==> src/logic/mesh_stop_defs.vh <==
`ifndef MESH_STOP_DEFS_VH
`define MESH_STOP_DEFS_VH

// ----------------------------------------------------------------
// register byte offsets
// ----------------------------------------------------------------
`define OFS_EVENT_SELECT 8'h00
`define OFS_LAST_INC 8'h04
`define OFS_RUN_TOTAL 8'h08
`define OFS_RING_STATUS 8'h0C

// ----------------------------------------------------------------
// event select fields and reset value
// ----------------------------------------------------------------
`define SEL_CODE_LSB 0
`define SEL_CODE_MSB 7
`define SEL_MASK_LSB 8
`define SEL_MASK_MSB 15
`define EVENT_SELECT_RST 16'h0000

// ----------------------------------------------------------------
// event codes
// ----------------------------------------------------------------
`define EV_AG0_REQ_TAKEN 8'h80
`define EV_AG0_REQ_HELD 8'h82
`define EV_AG1_REQ_TAKEN 8'h84
`define EV_AG1_REQ_HELD 8'h86
`define EV_AG0_DATA_TAKEN 8'h88
`define EV_AG0_DATA_HELD 8'h8A
`define EV_AG1_DATA_TAKEN 8'h8C
`define EV_AG1_DATA_HELD 8'h8E
`define EV_DISTRESS 8'hA5
`define EV_HORIZ_REQ_BUSY 8'hA7
`define EV_EGRESS_ORDER 8'hAE
`define EV_STOP_TICK 8'hC0

// ----------------------------------------------------------------
// unit mask bit positions and values
// ----------------------------------------------------------------
`define MASK_ORDER_UP 3'h0
`define MASK_ORDER_DOWN 3'h2
`define MASK_DISTRESS_VERT 8'h01
`define MASK_DISTRESS_HORIZ 8'h02
`define MASK_LEFT_EVEN 0
`define MASK_LEFT_ODD 1
`define MASK_RIGHT_EVEN 2
`define MASK_RIGHT_ODD 3

// ----------------------------------------------------------------
// sizes
// ----------------------------------------------------------------
`define PORT_COUNT 6
`define HELD_WIDTH 4
`define INC_WIDTH 8

`endif

==> src/logic/ahb_reg_port.v <==
`timescale 1ns/1ps
`include "mesh_stop_defs.vh"

// zero-wait ahb-lite slave; register storage lives in the caller
module ahb_reg_port (
   input wire core_clk,
   input wire rst,
   input wire hsel,
   input wire [31:0] haddr,
   input wire [1:0] htrans,
   input wire hwrite,
   input wire [2:0] hsize,
   input wire hready,
   input wire [31:0] hwdata,
   output wire hreadyout,
   output wire hresp,
   output reg [31:0] hrdata,
   output reg wr_stb,
   output reg [7:0] wr_addr,
   output wire [31:0] wr_data,
   output wire [7:0] rd_addr,
   input wire [31:0] rd_word
);

   wire take;

   // only single word transfers are taken; other hsize values are ignored
   assign take = hsel & htrans[1] & hready & (hsize == 3'h2);
   assign hreadyout = 1'b1;
   assign hresp = 1'b0;
   assign wr_data = hwdata;
   assign rd_addr = haddr[7:0];

   // read data is captured at the address phase and shown in the data phase
   always @(posedge core_clk) begin
      if (rst) begin
         hrdata <= 32'h00000000;
         wr_stb <= 1'b0;
         wr_addr <= 8'h00;
      end else begin
         wr_stb <= take & hwrite;
         if (take) begin
            wr_addr <= haddr[7:0];
         end
         if (take & ~hwrite) begin
            hrdata <= rd_word;
         end
      end
   end

endmodule

==> src/logic/credit_port_sum.v <==
`timescale 1ns/1ps
`include "mesh_stop_defs.vh"

// per-port credit reduction: or of acquisitions, sum of occupancies
module credit_port_sum (
   input wire [5:0] port_sel,
   input wire [5:0] taken,
   input wire [23:0] held,
   output wire taken_any,
   output wire [7:0] held_sum
);

   wire [7:0] part [0:6];

   assign part[0] = 8'h00;

   // adder chain keeps each port's count at full width before summing
   genvar i;
   generate
      for (i = 0; i < 6; i = i + 1) begin : g_port
         assign part[i+1] = part[i] +
            (port_sel[i] ? {4'h0, held[4*i+3:4*i]} : 8'h00);
      end
   endgenerate

   assign taken_any = |(taken & port_sel);
   assign held_sum = part[6];

endmodule

==> src/logic/mesh_stop_event_monitor.v <==
// Overview of operation
// - code 80h reports agent zero request-ring credits acquired per selected port.
// - mask bits 8 to 13 pick ports 0 to 5; acquisitions are ORed.
// - code 82h reports agent zero request-ring credits in use per port.
// - occupancy events add the in-use counts of all selected ports.
// - code 88h reports agent zero data-ring credits acquired per port.
// - code 8Ah reports agent zero data-ring credits in use per port.
// - code 84h reports agent one request-ring credits acquired per port.
// - code 86h reports agent one request-ring credits in use per port.
// - code 8Eh reports agent one data-ring credits in use per port.
// - code 8Ch reports agent one data-ring credits acquired per port.
// - code AEh counts ordering-blocked cycles; mask bit 0 up, bit 2 down.
// - code A5h counts distress cycles; mask 01h vertical, 02h horizontal.
// - incoming distress combines up, down and across neighbours.
// - code A7h counts horizontal request ring busy; four side/parity bits.
// - ring busy covers pass-through and sunk packets, never own injections.
// - left side maps up to clockwise; right side reverses it.
// - first half of the agents sit left, the second half right.
`timescale 1ns/1ps
`include "mesh_stop_defs.vh"

module mesh_stop_event_monitor #(
   parameter STOP_INDEX = 0,
   parameter AGENT_COUNT = 4
) (
   input wire core_clk,
   input wire rst,
   // ahb-lite register port
   input wire hsel,
   input wire [31:0] haddr,
   input wire [1:0] htrans,
   input wire hwrite,
   input wire [2:0] hsize,
   input wire hready,
   input wire [31:0] hwdata,
   output wire hreadyout,
   output wire hresp,
   output wire [31:0] hrdata,
   // credit activity, one bit or one 4-bit count per transgress port
   input wire [5:0] agent0_req_credit_taken,
   input wire [23:0] agent0_req_credit_held,
   input wire [5:0] agent0_data_credit_taken,
   input wire [23:0] agent0_data_credit_held,
   input wire [5:0] agent1_req_credit_taken,
   input wire [23:0] agent1_req_credit_held,
   input wire [5:0] agent1_data_credit_taken,
   input wire [23:0] agent1_data_credit_held,
   // invalidate ring egress ordering blocks
   input wire order_block_up,
   input wire order_block_down,
   // distress wires
   input wire local_distress_vert,
   input wire local_distress_horiz,
   input wire distress_in_up,
   input wire distress_in_down,
   input wire distress_in_across,
   // horizontal request ring activity, bit 0 even ring, bit 1 odd ring
   input wire [1:0] cw_pass,
   input wire [1:0] cw_sink,
   input wire [1:0] cw_inject,
   input wire [1:0] ccw_pass,
   input wire [1:0] ccw_sink,
   input wire [1:0] ccw_inject,
   // increment towards the counter logic
   output wire [7:0] event_inc
);

   // ----------------------------------------------------------------
   // stop placement
   // ----------------------------------------------------------------

   // the first half of the agents is on the left side
   localparam ON_LEFT = (STOP_INDEX < (AGENT_COUNT / 2)) ? 1'b1 : 1'b0;

   // ----------------------------------------------------------------
   // declarations
   // ----------------------------------------------------------------

   reg [15:0] event_select_r;
   reg [7:0] inc_r;
   reg [7:0] inc_nxt;
   reg [31:0] total_r;
   reg [31:0] total_nxt;
   reg [31:0] rd_word;

   wire wr_stb;
   wire [7:0] wr_addr;
   wire [31:0] wr_data;
   wire [7:0] rd_addr;
   wire [7:0] sel_code;
   wire [7:0] sel_mask;
   wire [5:0] port_sel;

   wire a0r_any;
   wire [7:0] a0r_sum;
   wire a0d_any;
   wire [7:0] a0d_sum;
   wire a1r_any;
   wire [7:0] a1r_sum;
   wire a1d_any;
   wire [7:0] a1d_sum;

   wire distress_incoming;
   wire distress_vert;
   wire distress_horiz;
   wire [1:0] cw_busy;
   wire [1:0] ccw_busy;
   wire [1:0] up_busy;
   wire [1:0] down_busy;
   wire [1:0] ring_used;
   wire [3:0] horiz_hits;

   // ----------------------------------------------------------------
   // helpers
   // ----------------------------------------------------------------

   // single-bit pick from the unit mask, used by the egress ordering event
   function mask_bit;
      input [7:0] mask;
      input [2:0] pos;
      begin
         mask_bit = mask[pos];
      end
   endfunction

   // widen a one-cycle condition to an increment of one
   function [7:0] one_if;
      input cond;
      begin
         one_if = cond ? 8'h01 : 8'h00;
      end
   endfunction

   // ----------------------------------------------------------------
   // register bus
   // ----------------------------------------------------------------

   ahb_reg_port u_bus (
      .core_clk(core_clk),
      .rst(rst),
      .hsel(hsel),
      .haddr(haddr),
      .htrans(htrans),
      .hwrite(hwrite),
      .hsize(hsize),
      .hready(hready),
      .hwdata(hwdata),
      .hreadyout(hreadyout),
      .hresp(hresp),
      .hrdata(hrdata),
      .wr_stb(wr_stb),
      .wr_addr(wr_addr),
      .wr_data(wr_data),
      .rd_addr(rd_addr),
      .rd_word(rd_word)
   );

   // read mux; unmapped offsets read as zero
   always @* begin
      case (rd_addr)
         `OFS_EVENT_SELECT: rd_word = {16'h0000, event_select_r};
         `OFS_LAST_INC: rd_word = {24'h000000, inc_r};
         `OFS_RUN_TOTAL: rd_word = total_r;
         `OFS_RING_STATUS: rd_word = {27'h0000000, up_busy, down_busy, ON_LEFT};
         default: rd_word = 32'h00000000;
      endcase
   end

   assign sel_code = event_select_r[`SEL_CODE_MSB:`SEL_CODE_LSB];
   assign sel_mask = event_select_r[`SEL_MASK_MSB:`SEL_MASK_LSB];
   assign port_sel = sel_mask[5:0];

   // ----------------------------------------------------------------
   // transgress credit reduction
   // ----------------------------------------------------------------

   // one reducer per agent and ring; only the selected code's result is used
   credit_port_sum u_a0_req (
      .port_sel(port_sel),
      .taken(agent0_req_credit_taken),
      .held(agent0_req_credit_held),
      .taken_any(a0r_any),
      .held_sum(a0r_sum)
   );

   credit_port_sum u_a0_data (
      .port_sel(port_sel),
      .taken(agent0_data_credit_taken),
      .held(agent0_data_credit_held),
      .taken_any(a0d_any),
      .held_sum(a0d_sum)
   );

   credit_port_sum u_a1_req (
      .port_sel(port_sel),
      .taken(agent1_req_credit_taken),
      .held(agent1_req_credit_held),
      .taken_any(a1r_any),
      .held_sum(a1r_sum)
   );

   credit_port_sum u_a1_data (
      .port_sel(port_sel),
      .taken(agent1_data_credit_taken),
      .held(agent1_data_credit_held),
      .taken_any(a1d_any),
      .held_sum(a1d_sum)
   );

   // ----------------------------------------------------------------
   // distress wires
   // ----------------------------------------------------------------

   // all three neighbours feed the incoming term
   assign distress_incoming = distress_in_up | distress_in_down | distress_in_across;
   assign distress_vert = local_distress_vert | distress_incoming;
   assign distress_horiz = local_distress_horiz | distress_incoming;

   // ----------------------------------------------------------------
   // horizontal request ring
   // ----------------------------------------------------------------

   // own injections are left out, they are not ring traffic seen here
   assign cw_busy = cw_pass | cw_sink;
   assign ccw_busy = ccw_pass | ccw_sink;

   // up and down swap rings between the two sides
   assign up_busy = ON_LEFT ? cw_busy : ccw_busy;
   assign down_busy = ON_LEFT ? ccw_busy : cw_busy;
   assign ring_used = up_busy | down_busy;

   // a side bit only hits when this stop sits on that side
   assign horiz_hits[`MASK_LEFT_EVEN] = ON_LEFT & ring_used[0];
   assign horiz_hits[`MASK_LEFT_ODD] = ON_LEFT & ring_used[1];
   assign horiz_hits[`MASK_RIGHT_EVEN] = ~ON_LEFT & ring_used[0];
   assign horiz_hits[`MASK_RIGHT_ODD] = ~ON_LEFT & ring_used[1];

   // ----------------------------------------------------------------
   // event selection
   // ----------------------------------------------------------------

   // per-cycle increment for the chosen event; default gives zero
   always @* begin
      inc_nxt = 8'h00;
      case (sel_code)
         `EV_AG0_REQ_TAKEN: inc_nxt = one_if(a0r_any);
         `EV_AG0_REQ_HELD: inc_nxt = a0r_sum;
         `EV_AG0_DATA_TAKEN: inc_nxt = one_if(a0d_any);
         `EV_AG0_DATA_HELD: inc_nxt = a0d_sum;
         `EV_AG1_REQ_TAKEN: inc_nxt = one_if(a1r_any);
         `EV_AG1_REQ_HELD: inc_nxt = a1r_sum;
         `EV_AG1_DATA_TAKEN: inc_nxt = one_if(a1d_any);
         `EV_AG1_DATA_HELD: inc_nxt = a1d_sum;
         `EV_EGRESS_ORDER: begin
            inc_nxt = one_if((mask_bit(sel_mask, `MASK_ORDER_UP) & order_block_up) |
               (mask_bit(sel_mask, `MASK_ORDER_DOWN) & order_block_down));
         end
         `EV_DISTRESS: begin
            // the mask is an exact value, not a set of bits
            if (sel_mask == `MASK_DISTRESS_VERT) begin
               inc_nxt = one_if(distress_vert);
            end else if (sel_mask == `MASK_DISTRESS_HORIZ) begin
               inc_nxt = one_if(distress_horiz);
            end else begin
               inc_nxt = 8'h00;
            end
         end
         `EV_HORIZ_REQ_BUSY: inc_nxt = one_if(|(horiz_hits & sel_mask[3:0]));
         `EV_STOP_TICK: inc_nxt = 8'h01;
         default: inc_nxt = 8'h00;
      endcase
   end

   // a clear in the same cycle as an increment keeps the increment
   always @* begin
      if (wr_stb && (wr_addr == `OFS_RUN_TOTAL)) begin
         total_nxt = {24'h000000, inc_r};
      end else begin
         total_nxt = total_r + {24'h000000, inc_r};
      end
   end

   // ----------------------------------------------------------------
   // state
   // ----------------------------------------------------------------

   // increment is registered so the counter sees a clean value
   always @(posedge core_clk) begin
      if (rst) begin
         event_select_r <= `EVENT_SELECT_RST;
         inc_r <= 8'h00;
         total_r <= 32'h00000000;
      end else begin
         inc_r <= inc_nxt;
         total_r <= total_nxt;
         if (wr_stb && (wr_addr == `OFS_EVENT_SELECT)) begin
            event_select_r <= wr_data[15:0];
         end
      end
   end

   assign event_inc = inc_r;

endmodule

==> config.mk <==
export PLATFORM = sky130hd
export DESIGN_NAME = mesh_stop_event_monitor
export DESIGN_NICKNAME = d
export VERILOG_FILES = /design/src/logic/ahb_reg_port.v /design/src/logic/credit_port_sum.v /design/src/logic/mesh_stop_event_monitor.v
export VERILOG_INCLUDE_DIRS = /design/src /design/src/logic
export SDC_FILE = /design/constraint.sdc
export NUM_CORES = 1
export LEC_CHECK = 0
export ABC_AREA = 1
export ABC_CLOCK_PERIOD_IN_PS = 5300
export BUFFER_PORTS_ARGS = -buffer_cell sky130_fd_sc_hd__buf_2
export CAP_MARGIN = 20
export CORE_MARGIN = 3
export CORE_UTILIZATION = 53
export CTS_BUF_LIST = sky130_fd_sc_hd__clkbuf_4 sky130_fd_sc_hd__clkbuf_8
export CTS_CLUSTER_SIZE = 24
export DETAILED_ROUTE_END_ITERATION = 6
export PLACE_DENSITY = 0.83
export SLEW_MARGIN = 30
export SYNTH_ARGS = -nofsm -noshare
export SYNTH_HDL_FRONTEND = slang
export SYNTH_SLANG_ARGS = --single-unit
export TNS_END_PERCENT = 50
==> constraint.sdc <==
create_clock -name core_clk -period 5.3 [get_ports core_clk]
set_clock_uncertainty 0.05 [all_clocks]
set_input_delay 1.06 -clock core_clk [delete_from_list [all_inputs] [get_ports core_clk]]
set_output_delay 1.06 -clock core_clk [all_outputs]
set_load 0.01 [all_outputs]
# Yosys cells after proc, flatten, opt, wreduce, memory -nomap -nowiden
# Index checks and enable logic that the tools add are counted.
dict set report word_totals {
  ff_bits 97
  output_inout_bits 42
  input_bits 213
  wordCells 115
}
dict set report classes {
  muxes 37
  bitwise_logic 21
  reduce_logical 10
  n_eq_ne 19
  add_sub_neg 21
}
# operator count
set ops {}
lappend ops {{adder 8 bit} 20}
lappend ops {{case mux 32 bit (4 select lines)} 1}
lappend ops {{equality test 8 bit (second input constant)} 12}
lappend ops {{two-way mux 4 bit} 24}
lappend ops {{case mux 8 bit (12 select lines)} 1}
lappend ops {{adder 32 x 8 -> 32 bit} 1}
lappend ops {{bitwise AND 6 bit} 4}
lappend ops {{equality test 8 x 4 -> 1 bit (second input constant)} 3}
lappend ops {{OR reduction 6 bit} 4}
lappend ops {{logical NOT 8 bit} 2}
lappend ops {{two-way mux 1 bit} 10}
lappend ops {{equality test 8 x 1 -> 1 bit (second input constant)} 1}
lappend ops {{equality test 8 x 2 -> 1 bit (second input constant)} 1}
lappend ops {{equality test 8 x 3 -> 1 bit (second input constant)} 1}
lappend ops {{two-way mux 8 bit} 1}
lappend ops {{bitwise AND 1 bit} 7}
lappend ops {{bitwise OR 2 bit} 3}
lappend ops {{bitwise OR 1 bit} 5}
lappend ops {{bitwise AND 2 x 4 -> 4 bit} 1}
lappend ops {{OR reduction 4 bit} 1}
lappend ops {{equality test 3 x 2 -> 1 bit (second input constant)} 1}
lappend ops {{logical AND 1 bit} 2}
lappend ops {{OR reduction 2 bit} 1}
lappend ops {{inverter 1 bit} 1}

# Longest topological paths before layout
# Gate-level depths: netlist of the first run.
dict set report depth {
  depth_word 7
  ltp_mapped 18
  depth_no_buf 15
}

# Modules after synthesis
# From an unflattened synthesis of the first run, not the netlist that was laid out.
dict set report hier_totals {
  hier_cells 1408
  area_unflattened_um2 9064.9
}
# mod seq_area_each_um2 n_inst area_per_inst_um2 cells_per_inst
set by_module_without_submodules {}
lappend by_module_without_submodules {mesh_stop_event_monitor 1121.1 1 3952.5 636}
lappend by_module_without_submodules {credit_port_sum 0.0 4 696.9 102}
lappend by_module_without_submodules {ahb_reg_port 820.8 1 2324.7 364}

# Worst setup path after synthesis of the first run
# OpenSTA, ideal clock, no wires.
dict set report synth_timing {
  kind {input to register}
  start {input agent0_data_credit_held[14]}
  end {register inc_r[6] (netlist: event_inc[6])}
  stages 12
  required_time_ns 5.176
  path_slack_ns 1.292
  arrival_time_ns 3.884
  setup_time_ns 0.074
  path_buffers 0
  path_cell_list {nand2_1 -> fa_1 -> fa_1 -> inv_1 -> fa_1 -> ha_1 -> inv_1 -> fa_1 -> or2_2 -> a21oi_1 -> nand2_1 -> a31oi_1}
}
dict set report synth_between {
  elab_chain_len 5
}
# element line_no
set synth_rtl {}
lappend synth_rtl {{from (decl)} mesh_stop_event_monitor.v:43} ;# input wire [23:0] agent0_data_credit_held,
lappend synth_rtl {{two-way mux 4 bit} credit_port_sum.v:22} ;# (port_sel[i] ? {4'h0, held[4*i+3:4*i]} : 8'h00);
lappend synth_rtl {{adder 8 bit (3 in series)} credit_port_sum.v:21} ;# assign part[i+1] = part[i] +
lappend synth_rtl {{case mux 8 bit (12 select lines)} mesh_stop_event_monitor.v:245} ;# case (sel_code)
lappend synth_rtl {{to (signal assigned)} mesh_stop_event_monitor.v:294} ;# inc_r <= inc_nxt;
lappend synth_rtl {{to (decl)} mesh_stop_event_monitor.v:80} ;# reg [7:0] inc_r;
# No other way between the ends.
# A chain may end at the register's enable or synchronous reset.

# Worst setup path in the final report of the first run
dict set report layout_timing {
  start {register event_select_r[9]}
  end {register inc_r[4] (netlist: event_inc[4])}
}
dict set report layout_between {
  elab_chain_len 7
  elab_cells_between_ends 25
  cone_classes {20 x add/sub; 5 x mux}
}
# element line_no
set layout_rtl {}
lappend layout_rtl {{from (decl)} mesh_stop_event_monitor.v:79} ;# reg [15:0] event_select_r;
lappend layout_rtl {{from (signal assigned)} mesh_stop_event_monitor.v:290} ;# event_select_r <= `EVENT_SELECT_RST;
lappend layout_rtl {{from (signal assigned)} mesh_stop_event_monitor.v:297} ;# event_select_r <= wr_data[15:0];
lappend layout_rtl {{two-way mux 4 bit} credit_port_sum.v:22}
lappend layout_rtl {{adder 8 bit (5 in series)} credit_port_sum.v:21}
lappend layout_rtl {{case mux 8 bit (12 select lines) *} mesh_stop_event_monitor.v:245}
# Mark *: on every way between the ends. The rest lies on a longest branch, timed or not.

==> run_results.csv, run 1 <==
group,metric,value,unit
run_status,outcome,"complete, no violations",
timing,tightestPinTransition,916.8,ps
timing,setup_viol,0,
flow_run,max_cap_violations,0,
timing,finalCritPeriodShare,77.52,%
timing,relSlewSlack,38.81,%
pwr,vdd_drop_max,0.1242,mV
pwr,finalPower,1.337,mW
place,port_buffers,206,
clocking,post_cts_resized,0,
clocking,insertion_delay,360,ps
setup_path,crit_fanout,18,
route,wirelength,22220,um
route,viasPerCell,5.302,
grt,grt_overflow,0,
synth,yosys.cell_count.top_type,"nand2_1",
place,dp_hpwl,18190,um
grt,grt_first_pass_wirelength,36700,um
timing,min_period,4108,ps
pwr,leakage,4.144,nW
timing,max_freq,243.4,MHz
timing,fin_tns_setup,0,ps
floorplan,die_area,15890,sq um
grt,grt_max_degree,49,
floorplan,start_util,54.62,%
synth,synthFlopType,"dfxtp_1",
synth,synth-seq-area-share,25.15,%
clocking,htree_num_levels,3,
clocking,cts_buffers,9,
worst_hold_path,hold_path_class,"reg -> reg",
pwr,powerDensity,148.5,nW/um^2
setup_path,critPathArrivalTime,4340,ps
route,drtAntennaViolNets,0,
route,detail_route.wl_per_cell,14.74,um
synth,synth_edf_count,0,
grt,track_usage,28.07,%
synth,synth_top_cell_area_share,25.15,%
floorplan,rows,43,
floorplan,fp.dieH,126.1,um
clocking,ctsHoldBuffers,0,
floorplan,die_w,126.1,um
clocking,cts_setup_buffers,0,
timing,hold_violations,0,
synth,synth_top_cell_by_area,"dfxtp_1",
route,initialDrtViolationCount,675,
cells_and_area,layout-drive-gt1-share,18.61,%
synth,syn_area_per_cell,6.726,sq um
synth,synthCells,1136,
cells_and_area,fin_nets,1623,
place,place.gp.congestion,0.9244,
route,vias,7990,
cells_and_area,antenna_cells,0,
floorplan,core_area,13990,sq um
clocking,cts_tree,"built",
grt,grt_pass1_vias,7811,
synth,synthTopCellsByArea,"dfxtp_1 (25%), fa_1 (17%), nand2_1 (16%)",
synth,synth_commonest_cells,"nand2_1 (323), inv_1 (177), dfxtp_1 (96)",
clocking,cts_max_path_buffers,2,
floorplan,io_pins,255,
synth,synth_area,7641,sq um
clocking,clock-sinks,96,
timing,rsz0062_at_grt,"no",
grt,antenna_found_initial,0,
clocking,clk_pin_slew_worst_paths,90,ps
synth,netlist-cell-type-count,38,
route,first_pass_iters,5,
setup_path,crit_type,"reg -> reg",
cells_and_area,nFillCells,1314,
cells_and_area,syn_to_final_growth,17.77,%
clocking,cts_root_buf,"clkbuf_8",
setup_path,cp.required,5540,ps
setup_path,crit_path_end_kind,"flop",
synth,ys_ff_latch,96,
synth,ys_warn_count,0,
setup_path,cp-start-kind,"flop",
route,post-route-drc-count,0,
synth,synthArstFlopShare,0,%
timing,slew_viol_final,0,
==> layout by cell type, fill, tap and decap left out, drive strengths merged, types with 2 or more instances in the layout <==
cell type | Yosys | final
nand2 | 324 | 324
buf | 17 | 215
inv | 180 | 181
dfxtp | 96 | 96
nor2 | 96 | 96
o21ai | 87 | 87
a21oi | 80 | 80
nand3 | 73 | 73
fa | 65 | 65
ha | 23 | 23
nand4 | 18 | 18
nor3 | 16 | 16
clkbuf | 24 | 12
o22ai | 6 | 6
xor2 | 6 | 6
nand3b | 6 | 6
a31oi | 4 | 4
conb | 2 | 3
clkinv | 1 | 3
o21bai | 2 | 2
xnor2 | 2 | 2
o211ai | 2 | 2
or2 | 2 | 2
==> per-layer routing <==
layer / GRT usage, % / part of all wire (%)
met1: 37.72 / 42
met5: 0 / 0
met2: 48.08 / 48
met3: 4.919 / 8.6
met4: 5.426 / 1.4
==> flip-flops by register name, summed over array words and instances, names as in the netlist <==
| name | cells |
|---|---|
| u_bus.wr_stb | 1 |
| event_select_r | 16 |
| total_r | 32 |
| event_inc | 7 |
| u_bus.wr_addr | 8 |
| u_bus.hrdata | 32 |
==> cell type report <==
class	instances	area (sq um)	share of cell area [%]
multi-input cells	819	4868	54.10
flip-flops and latches	96	1922	21.36
repair buffers	215	1099	12.21
inverters	181	679.4	7.550
well taps	180	225.2	2.503
clock buffers	12	152.6	1.696
clock inverters	4	52.55	0.5840
==> critical path, cell delays in order (launching register included) <==
cell     delay [ps]
dfxtp_1         820
buf_4           290
nand2_1          80
fa_1            460
fa_1            560
inv_1            60
fa_1            530
ha_1            170
inv_1            50
fa_1            400
xor2_1          170
o22ai_1         170
inv_1            60
a31oi_1         140
==> where the power goes <==
group / total (mW) / switching [mW] / leakage, nW / internal (mW)
Clock: 0.504 / 0.260 / 0.108 / 0.244
Sequential: 0.725 / 0.00194 / 0.773 / 0.723
Combinational: 0.108 / 0.0532 / 3.26 / 0.0551
Total: 1.34 / 0.315 / 4.14 / 1.02
==> kinds of logic after synthesis <==
family / after synthesis / synth area share (%)
buffers and inverters: 222 / 11.25
and+or+nand+nor: 538 / 29.49
AOI/OAI and AO/OA: 182 / 12.30
DFF: 96 / 25.15
xor gates and xnor gates: 8 / 0.9170
adders and majority gates: 88 / 20.80
other: 2 / 0.09828
==> through the flow <==
step / util [%] / area [sq um] / setup WS [ps] / hold slack (ps) / cells
2_1_floorplan: - / 7645 / 1292 / 386.6 / 1137
3_3_place_gp: 62.83 / 8788 / 1060 / 397.5 / 1491
3_5_place_dp: 62.86 / 8793 / 998.4 / 407.9 / 1491
4_1_cts: 64.33 / 8999 / 1185 / 422.0 / 1507
5_1_grt: 64.33 / 8999 / 939.9 / 439.5 / 1507
6_report: 64.33 / 8999 / 1192 / 422.1 / 1507
==> worst paths after layout <==
path / to / cells past startpoint / from / slack, ps
worst min-delay path: u_bus.hrdata[4] / 2 / u_bus.hrdata[4] / 420
worst max-delay path: event_inc[4] / 13 / event_select_r[9] / 1190
worst min register to register: u_bus.hrdata[4] / 2 / u_bus.hrdata[4] / 420
worst max register to register: event_inc[4] / 13 / event_select_r[9] / 1190
No activity file was read; power rests on OpenSTA's default activity.
==> inputs of run 2 (changes only) <==
--- a/config.mk
+++ b/config.mk
@@ -7,15 +7,15 @@
 export NUM_CORES = 1
 export LEC_CHECK = 0
 export ABC_AREA = 1
-export ABC_CLOCK_PERIOD_IN_PS = 5300
+export ABC_CLOCK_PERIOD_IN_PS = 3600
 export BUFFER_PORTS_ARGS = -buffer_cell sky130_fd_sc_hd__buf_2
 export CAP_MARGIN = 20
 export CORE_MARGIN = 3
-export CORE_UTILIZATION = 53
+export CORE_UTILIZATION = 48
 export CTS_BUF_LIST = sky130_fd_sc_hd__clkbuf_4 sky130_fd_sc_hd__clkbuf_8
 export CTS_CLUSTER_SIZE = 24
 export DETAILED_ROUTE_END_ITERATION = 6
-export PLACE_DENSITY = 0.83
+export PLACE_DENSITY = 0.8
 export SLEW_MARGIN = 30
 export SYNTH_ARGS = -nofsm -noshare
 export SYNTH_HDL_FRONTEND = slang
==> constraint.sdc (replaced) <==
create_clock -name core_clk -period 3.6 [get_ports core_clk]
set_clock_uncertainty 0.05 [all_clocks]
set_input_delay 0.72 -clock core_clk [delete_from_list [all_inputs] [get_ports core_clk]]
set_output_delay 0.72 -clock core_clk [all_outputs]
set_load 0.01 [all_outputs]
==> run_results.csv, run 2 (synthesis results as in run 1) <==
group,metric,value,unit
place,port_buffers,206,
floorplan,start_util,49.71,%
timing,slew_viol_final,0,
timing,relSlewSlack,55.84,%
cells_and_area,reg_top3,"total_r: 32 flops, u_bus.hrdata: 32 flops, event_select_r: 16 flops",
cells_and_area,layout_commonest_cell,"nand2_1",
grt,grt_first_pass_wirelength,36360,um
grt,track_usage,25.26,%
pwr,p_sw_share,24.51,%
cells_and_area,fin_nets,1655,
route,wirelength,23470,um
pwr,leakage,4.367,nW
timing,max_freq,286.3,MHz
pwr,vdd_drop_max,0.1726,mV
timing,setup_viol,0,
route,drtAntennaViolNets,0,
worst_hold_path,hold_path_class,"reg -> reg",
pwr,power_switching,501.1,uW
route,detail_route.wl_per_cell,14.95,um
setup_path,crit_type,"reg -> reg",
pwr,power_frac_comb,8.2,%
clocking,clock-sinks,96,
pwr,p_int,1.544,mW
timing,tightestPinTransition,661.7,ps
setup_path,crit_fanout,11,
timing,min_period,3493,ps
floorplan,rows,45,
cells_and_area,nFillCells,1398,
clocking,cts_tree,"built",
grt,grt_max_degree,34,
cells_and_area,final_area,9523,sq um
cells_and_area,multi_input_area,4916,sq um
clocking,insertion_delay,380,ps
setup_path,cp-start-kind,"flop",
flow_run,max_cap_violations,0,
route,initialDrtViolationCount,670,
cells_and_area,mostFrequentLayoutCells,"nand2_1 (318), buf_2 (206), inv_1 (175)",
clocking,cts_buffers,9,
cells_and_area,syn_to_final_growth,24.63,%
route,vias,8147,
place,placed_cell_area,9015,sq um
clocking,clk_pin_slew_worst_paths,100,ps
clocking,htree_num_levels,3,
place,place.gp.congestion,1.005,
floorplan,io_pins,255,
setup_path,cp.required,3860,ps
route,post-route-drc-count,0,
cells_and_area,layout-drive-gt1-share,22.30,%
cells_and_area,fin_util,61.95,%
route,viasPerCell,5.189,
floorplan,core_area,15370,sq um
pwr,seqPwrFrac,52.0,%
pwr,clockPowerShare,39.8,%
timing,finalCritPeriodShare,97.03,%
cells_and_area,regArea,1939,sq um
grt,antenna_found_initial,0,
setup_path,crit_path_end_kind,"flop",
setup_path,critPathArrivalTime,3750,ps
pwr,powerDensity,214.7,nW/um^2
route,first_pass_iters,5,
timing,hold_violations,0,
grt,grt_pass1_vias,7827,
place,dp_hpwl,18070,um
timing,final.setup.worst_slack,106.9,ps
floorplan,die_w,132.2,um
run_status,outcome,"complete, no violations",
floorplan,fp.dieH,132.2,um
clocking,cts_max_path_buffers,2,
place,dp_slack,-207.5,ps
grt,grt_overflow,0,
timing,rsz0062_at_grt,"yes",
timing,whs,418.7,ps
cells_and_area,antenna_cells,0,
floorplan,die_area,17470,sq um
clocking,cts_root_buf,"clkbuf_8",
run 2: changes by cell type in the layout (fill, tap and decap cells not counted), moves of 4 or more:
cell / previous run / this run
dfxtp_4: 0 / 4
nand2_1: 323 / 318
fa_1: 65 / 60
buf_4: 9 / 28
nand2_2: 1 / 6
dfxtp_1: 96 / 90
buf_12: 0 / 6
fa_2: 0 / 5
clkbuf_16: 0 / 4
run 2: final timing paths:
kind	start	end	slack (ps)	cells past startpoint
worst max-delay path	event_select_r[8]	event_inc[6]	110	13
worst min-delay path	u_bus.hrdata[2]	u_bus.hrdata[2]	420	2
worst max register to register	event_select_r[8]	event_inc[6]	110	13
worst min register to register	u_bus.hrdata[2]	u_bus.hrdata[2]	420	2
run 2: cell type report:
class / instances / area share (%)
Timing Repair Buffer: 247 / 15.74
Clock inverter: 7 / 1.064
Clock buffer: 9 / 1.301
Sequential cell: 96 / 20.37
Inverter: 181 / 7.134
Tap cell: 211 / 2.772
Multi-Input combinational cell: 819 / 51.62
run 2: metrics by stage:
stage | std cells | setup TNS [ps] | total power, mW
after floorplan | 1137 | 0 | 1.146
after global placement | 1536 | -459.9 | 1.252
after detailed placement | 1536 | -588.5 | 1.254
after CTS | 1552 | 0 | 2.050
after global routing | 1570 | -44.67 | 2.111
final | 1570 | 0 | 2.045
run 2: what timing repair did:
| action | CTS | global route |
|---|---|---|
| hold buffers | 0 | 0 |
| setup buffers | 0 | 14 |
| gates resized for setup | 0 | 35 |
| setup endpoints to repair | 0 | 4 |
run 2: power by group through the flow:
stage / Combinational, mW / Sequential (mW) / Clock, mW
4_1_cts: 0.164 / 1.07 / 0.820
2_1_floorplan: 0.0551 / 1.09 / 0
6_report: 0.167 / 1.06 / 0.814
3_3_place_gp: 0.161 / 1.09 / 0
5_1_grt: 0.187 / 1.06 / 0.859
3_5_place_dp: 0.163 / 1.09 / 0
run 2: layer usage:
layer	part of all wire, %	vias up	track usage (%)
met5	0	-	0
met1	42	3789	32.49
met3	7.2	42	4.580
li1	-	4006	-
met4	2.8	0	7.333
met2	48	310	43.64
run 2: critical path, cell delays in order, from the launching register on:
cell and delay [ps]:
dfxtp_4 370, buf_12 130, nand2_2 60, fa_1 500
fa_1 540, inv_1 60, fa_1 540, ha_2 170
inv_1 50, fa_2 340, or2_4 270, a21oi_2 130
nand2_1 60, a31oi_1 150
==> inputs of run 3 (changes only) <==
--- a/config.mk
+++ b/config.mk
@@ -8,14 +8,15 @@
 export LEC_CHECK = 0
 export ABC_AREA = 1
 export ABC_CLOCK_PERIOD_IN_PS = 3600
-export BUFFER_PORTS_ARGS = -buffer_cell sky130_fd_sc_hd__buf_2
 export CAP_MARGIN = 20
+export CORE_ASPECT_RATIO = 1.4
 export CORE_MARGIN = 3
-export CORE_UTILIZATION = 48
+export CORE_UTILIZATION = 55
 export CTS_BUF_LIST = sky130_fd_sc_hd__clkbuf_4 sky130_fd_sc_hd__clkbuf_8
 export CTS_CLUSTER_SIZE = 24
 export DETAILED_ROUTE_END_ITERATION = 6
-export PLACE_DENSITY = 0.8
+export DONT_BUFFER_PORTS = 1
+export PLACE_DENSITY = 0.73
 export SLEW_MARGIN = 30
 export SYNTH_ARGS = -nofsm -noshare
 export SYNTH_HDL_FRONTEND = slang
==> run_results.csv, run 3 (synthesis results as in run 1) <==
group,metric,value,unit
pwr,vdd_drop_max,0.2089,mV
route,drtAntennaViolNets,0,
timing,hold_violations,0,
cells_and_area,fin_util,61.95,%
timing,finalCritPeriodShare,95.17,%
floorplan,io_pins,255,
setup_path,cp_top_family,"adder cells",
pwr,p_int,1.477,mW
floorplan,fp.dieH,145.5,um
place,dp_hpwl,16550,um
timing,tightestPinTransition,793.6,ps
route,detail_route.wl_per_cell,15.82,um
clocking,cts_buffers,9,
setup_path,critPathArrivalTime,3640,ps
timing,relSlewSlack,47.04,%
timing,whs,353.9,ps
route,initialDrtViolationCount,367,
setup_path,cp.required,3810,ps
setup_path,crit_type,"reg -> reg",
grt,track_usage,26.27,%
floorplan,rows,50,
setup_path,slowest_delay,540,ps
pwr,power_frac_comb,3.4,%
grt,grt_overflow,0,
clocking,clk_pin_slew_worst_paths,100,ps
place,placed_cell_area,7933,sq um
pwr,seqPwrFrac,55.8,%
clocking,clock-sinks,96,
setup_path,cp-start-kind,"flop",
clocking,cts_tree,"built",
grt,grt_first_pass_wirelength,32880,um
floorplan,core_area,13510,sq um
setup_path,cp_slowest_cell,"fa_1",
place,place.gp.congestion,0.9329,
timing,min_period,3426,ps
cells_and_area,layout-drive-gt1-share,7.853,%
clocking,cts_root_buf,"clkbuf_8",
cells_and_area,reg_top3,"total_r: 32 flops, u_bus.hrdata: 32 flops, event_select_r: 16 flops",
place,port_buffers,0,
grt,grt_max_degree,49,
setup_path,path_buf_inv,4,
grt,grt_pass1_vias,6940,
flow_run,max_cap_violations,0,
run_status,outcome,"complete, no violations",
pwr,clockPowerShare,40.8,%
route,first_pass_iters,5,
cells_and_area,nFillCells,1289,
clocking,insertion_delay,370,ps
route,post-route-drc-count,0,
pwr,p_sw_share,22.51,%
floorplan,die_area,15360,sq um
clocking,ctsHoldBuffers,0,
setup_path,crit_fanout,8,
pwr,leakage,3.436,nW
route,vias,7239,
pwr,power_switching,429.0,uW
cells_and_area,antenna_cells,0,
cells_and_area,syn_to_final_growth,9.563,%
timing,setup_viol,0,
setup_path,cpMostUsedCell,"fa_1",
cells_and_area,final_area,8372,sq um
setup_path,reg2reg_slack,170,ps
timing,fin_tns_setup,0,ps
grt,antenna_found_initial,0,
clocking,cts_max_path_buffers,2,
cells_and_area,layout_commonest_cell,"nand2_1",
route,viasPerCell,5.451,
floorplan,die_w,105.6,um
pwr,powerDensity,227.7,nW/um^2
timing,slew_viol_final,0,
setup_path,path_cells,"buf_12, buf_4, nand2_1, fa_1, fa_1, inv_1, fa_1, ha_1, inv_1, fa_2, o22ai_1, nor2_1, nor2_1",
timing,max_freq,291.9,MHz
cells_and_area,mostFrequentLayoutCells,"nand2_1 (322), inv_1 (176), dfxtp_1 (90)",
worst_hold_path,hold_path_class,"in -> reg",
route,wirelength,21010,um
setup_path,crit_path_end_kind,"flop",
floorplan,start_util,56.55,%
cells_and_area,fin_nets,1443,
clocking,htree_num_levels,3,
==> run 3: changes by cell type in the layout (fill, tap and decap cells not counted), sizes merged <==
cell,previous run,this run
clkinv,2,1
clkinvlp,2,3
buf,243,32
inv,182,180
==> run 3: what timing repair did <==
| action | in CTS | in global routing |
|---|---|---|
| cloned | 0 | 3 |
| pin swaps | 0 | 20 |
| endpoints found under the setup margin | 2 | 4 |
| resized for setup | 3 | 26 |
| buffers inserted | 0 | 11 |
==> run 3: worst paths after layout <==
check / from / end / depth (start not counted)
max: event_select_r[13] / event_inc[3] / 13
min: rst / u_bus.hrdata[1] / 1
max reg2reg: event_select_r[13] / event_inc[3] / 13
min reg2reg: total_r[31] / total_r[31] / 2
==> run 3: through the flow <==
step           power, mW  instances  setup WS, ps
2_1_floorplan      1.146       1137         7.534
3_3_place_gp       1.154       1299        -125.7
3_5_place_dp       1.155       1299        -209.6
4_1_cts            1.914       1314         5.430
5_1_grt            1.967       1328        -10.25
6_report           1.906       1328         173.7
==> run 3: final cells by class <==
type,count,area (sq um),area share (%)
clock buffer,10,131.4,1.569
multi-input combinational,819,4917,58.74
inverter,181,679.4,8.115
tap,182,227.7,2.720
sequential,96,1939,23.17
timing repair buffer,35,394.1,4.708
clock inverter,5,82.58,0.9864
==> run 3: routing by layer <==
layer  global-route usage, %  vias to the layer above  wire, um
met3                   3.906                       57      1346
met4                   9.721                        0       858
met2                   48.24                      298     11120
li1                        -                     3574         -
met1                   30.59                     3310      7684
met5                       0                        -         0
==> run 3: power groups by stage <==
stage / registers (mW) / logic (mW) / clock network (mW)
after floorplan: 1.09 / 0.0551 / 0
after global placement: 1.09 / 0.0620 / 0
after detailed placement: 1.09 / 0.0632 / 0
after CTS: 1.07 / 0.0634 / 0.784
after global routing: 1.06 / 0.0735 / 0.828
final: 1.06 / 0.0646 / 0.777
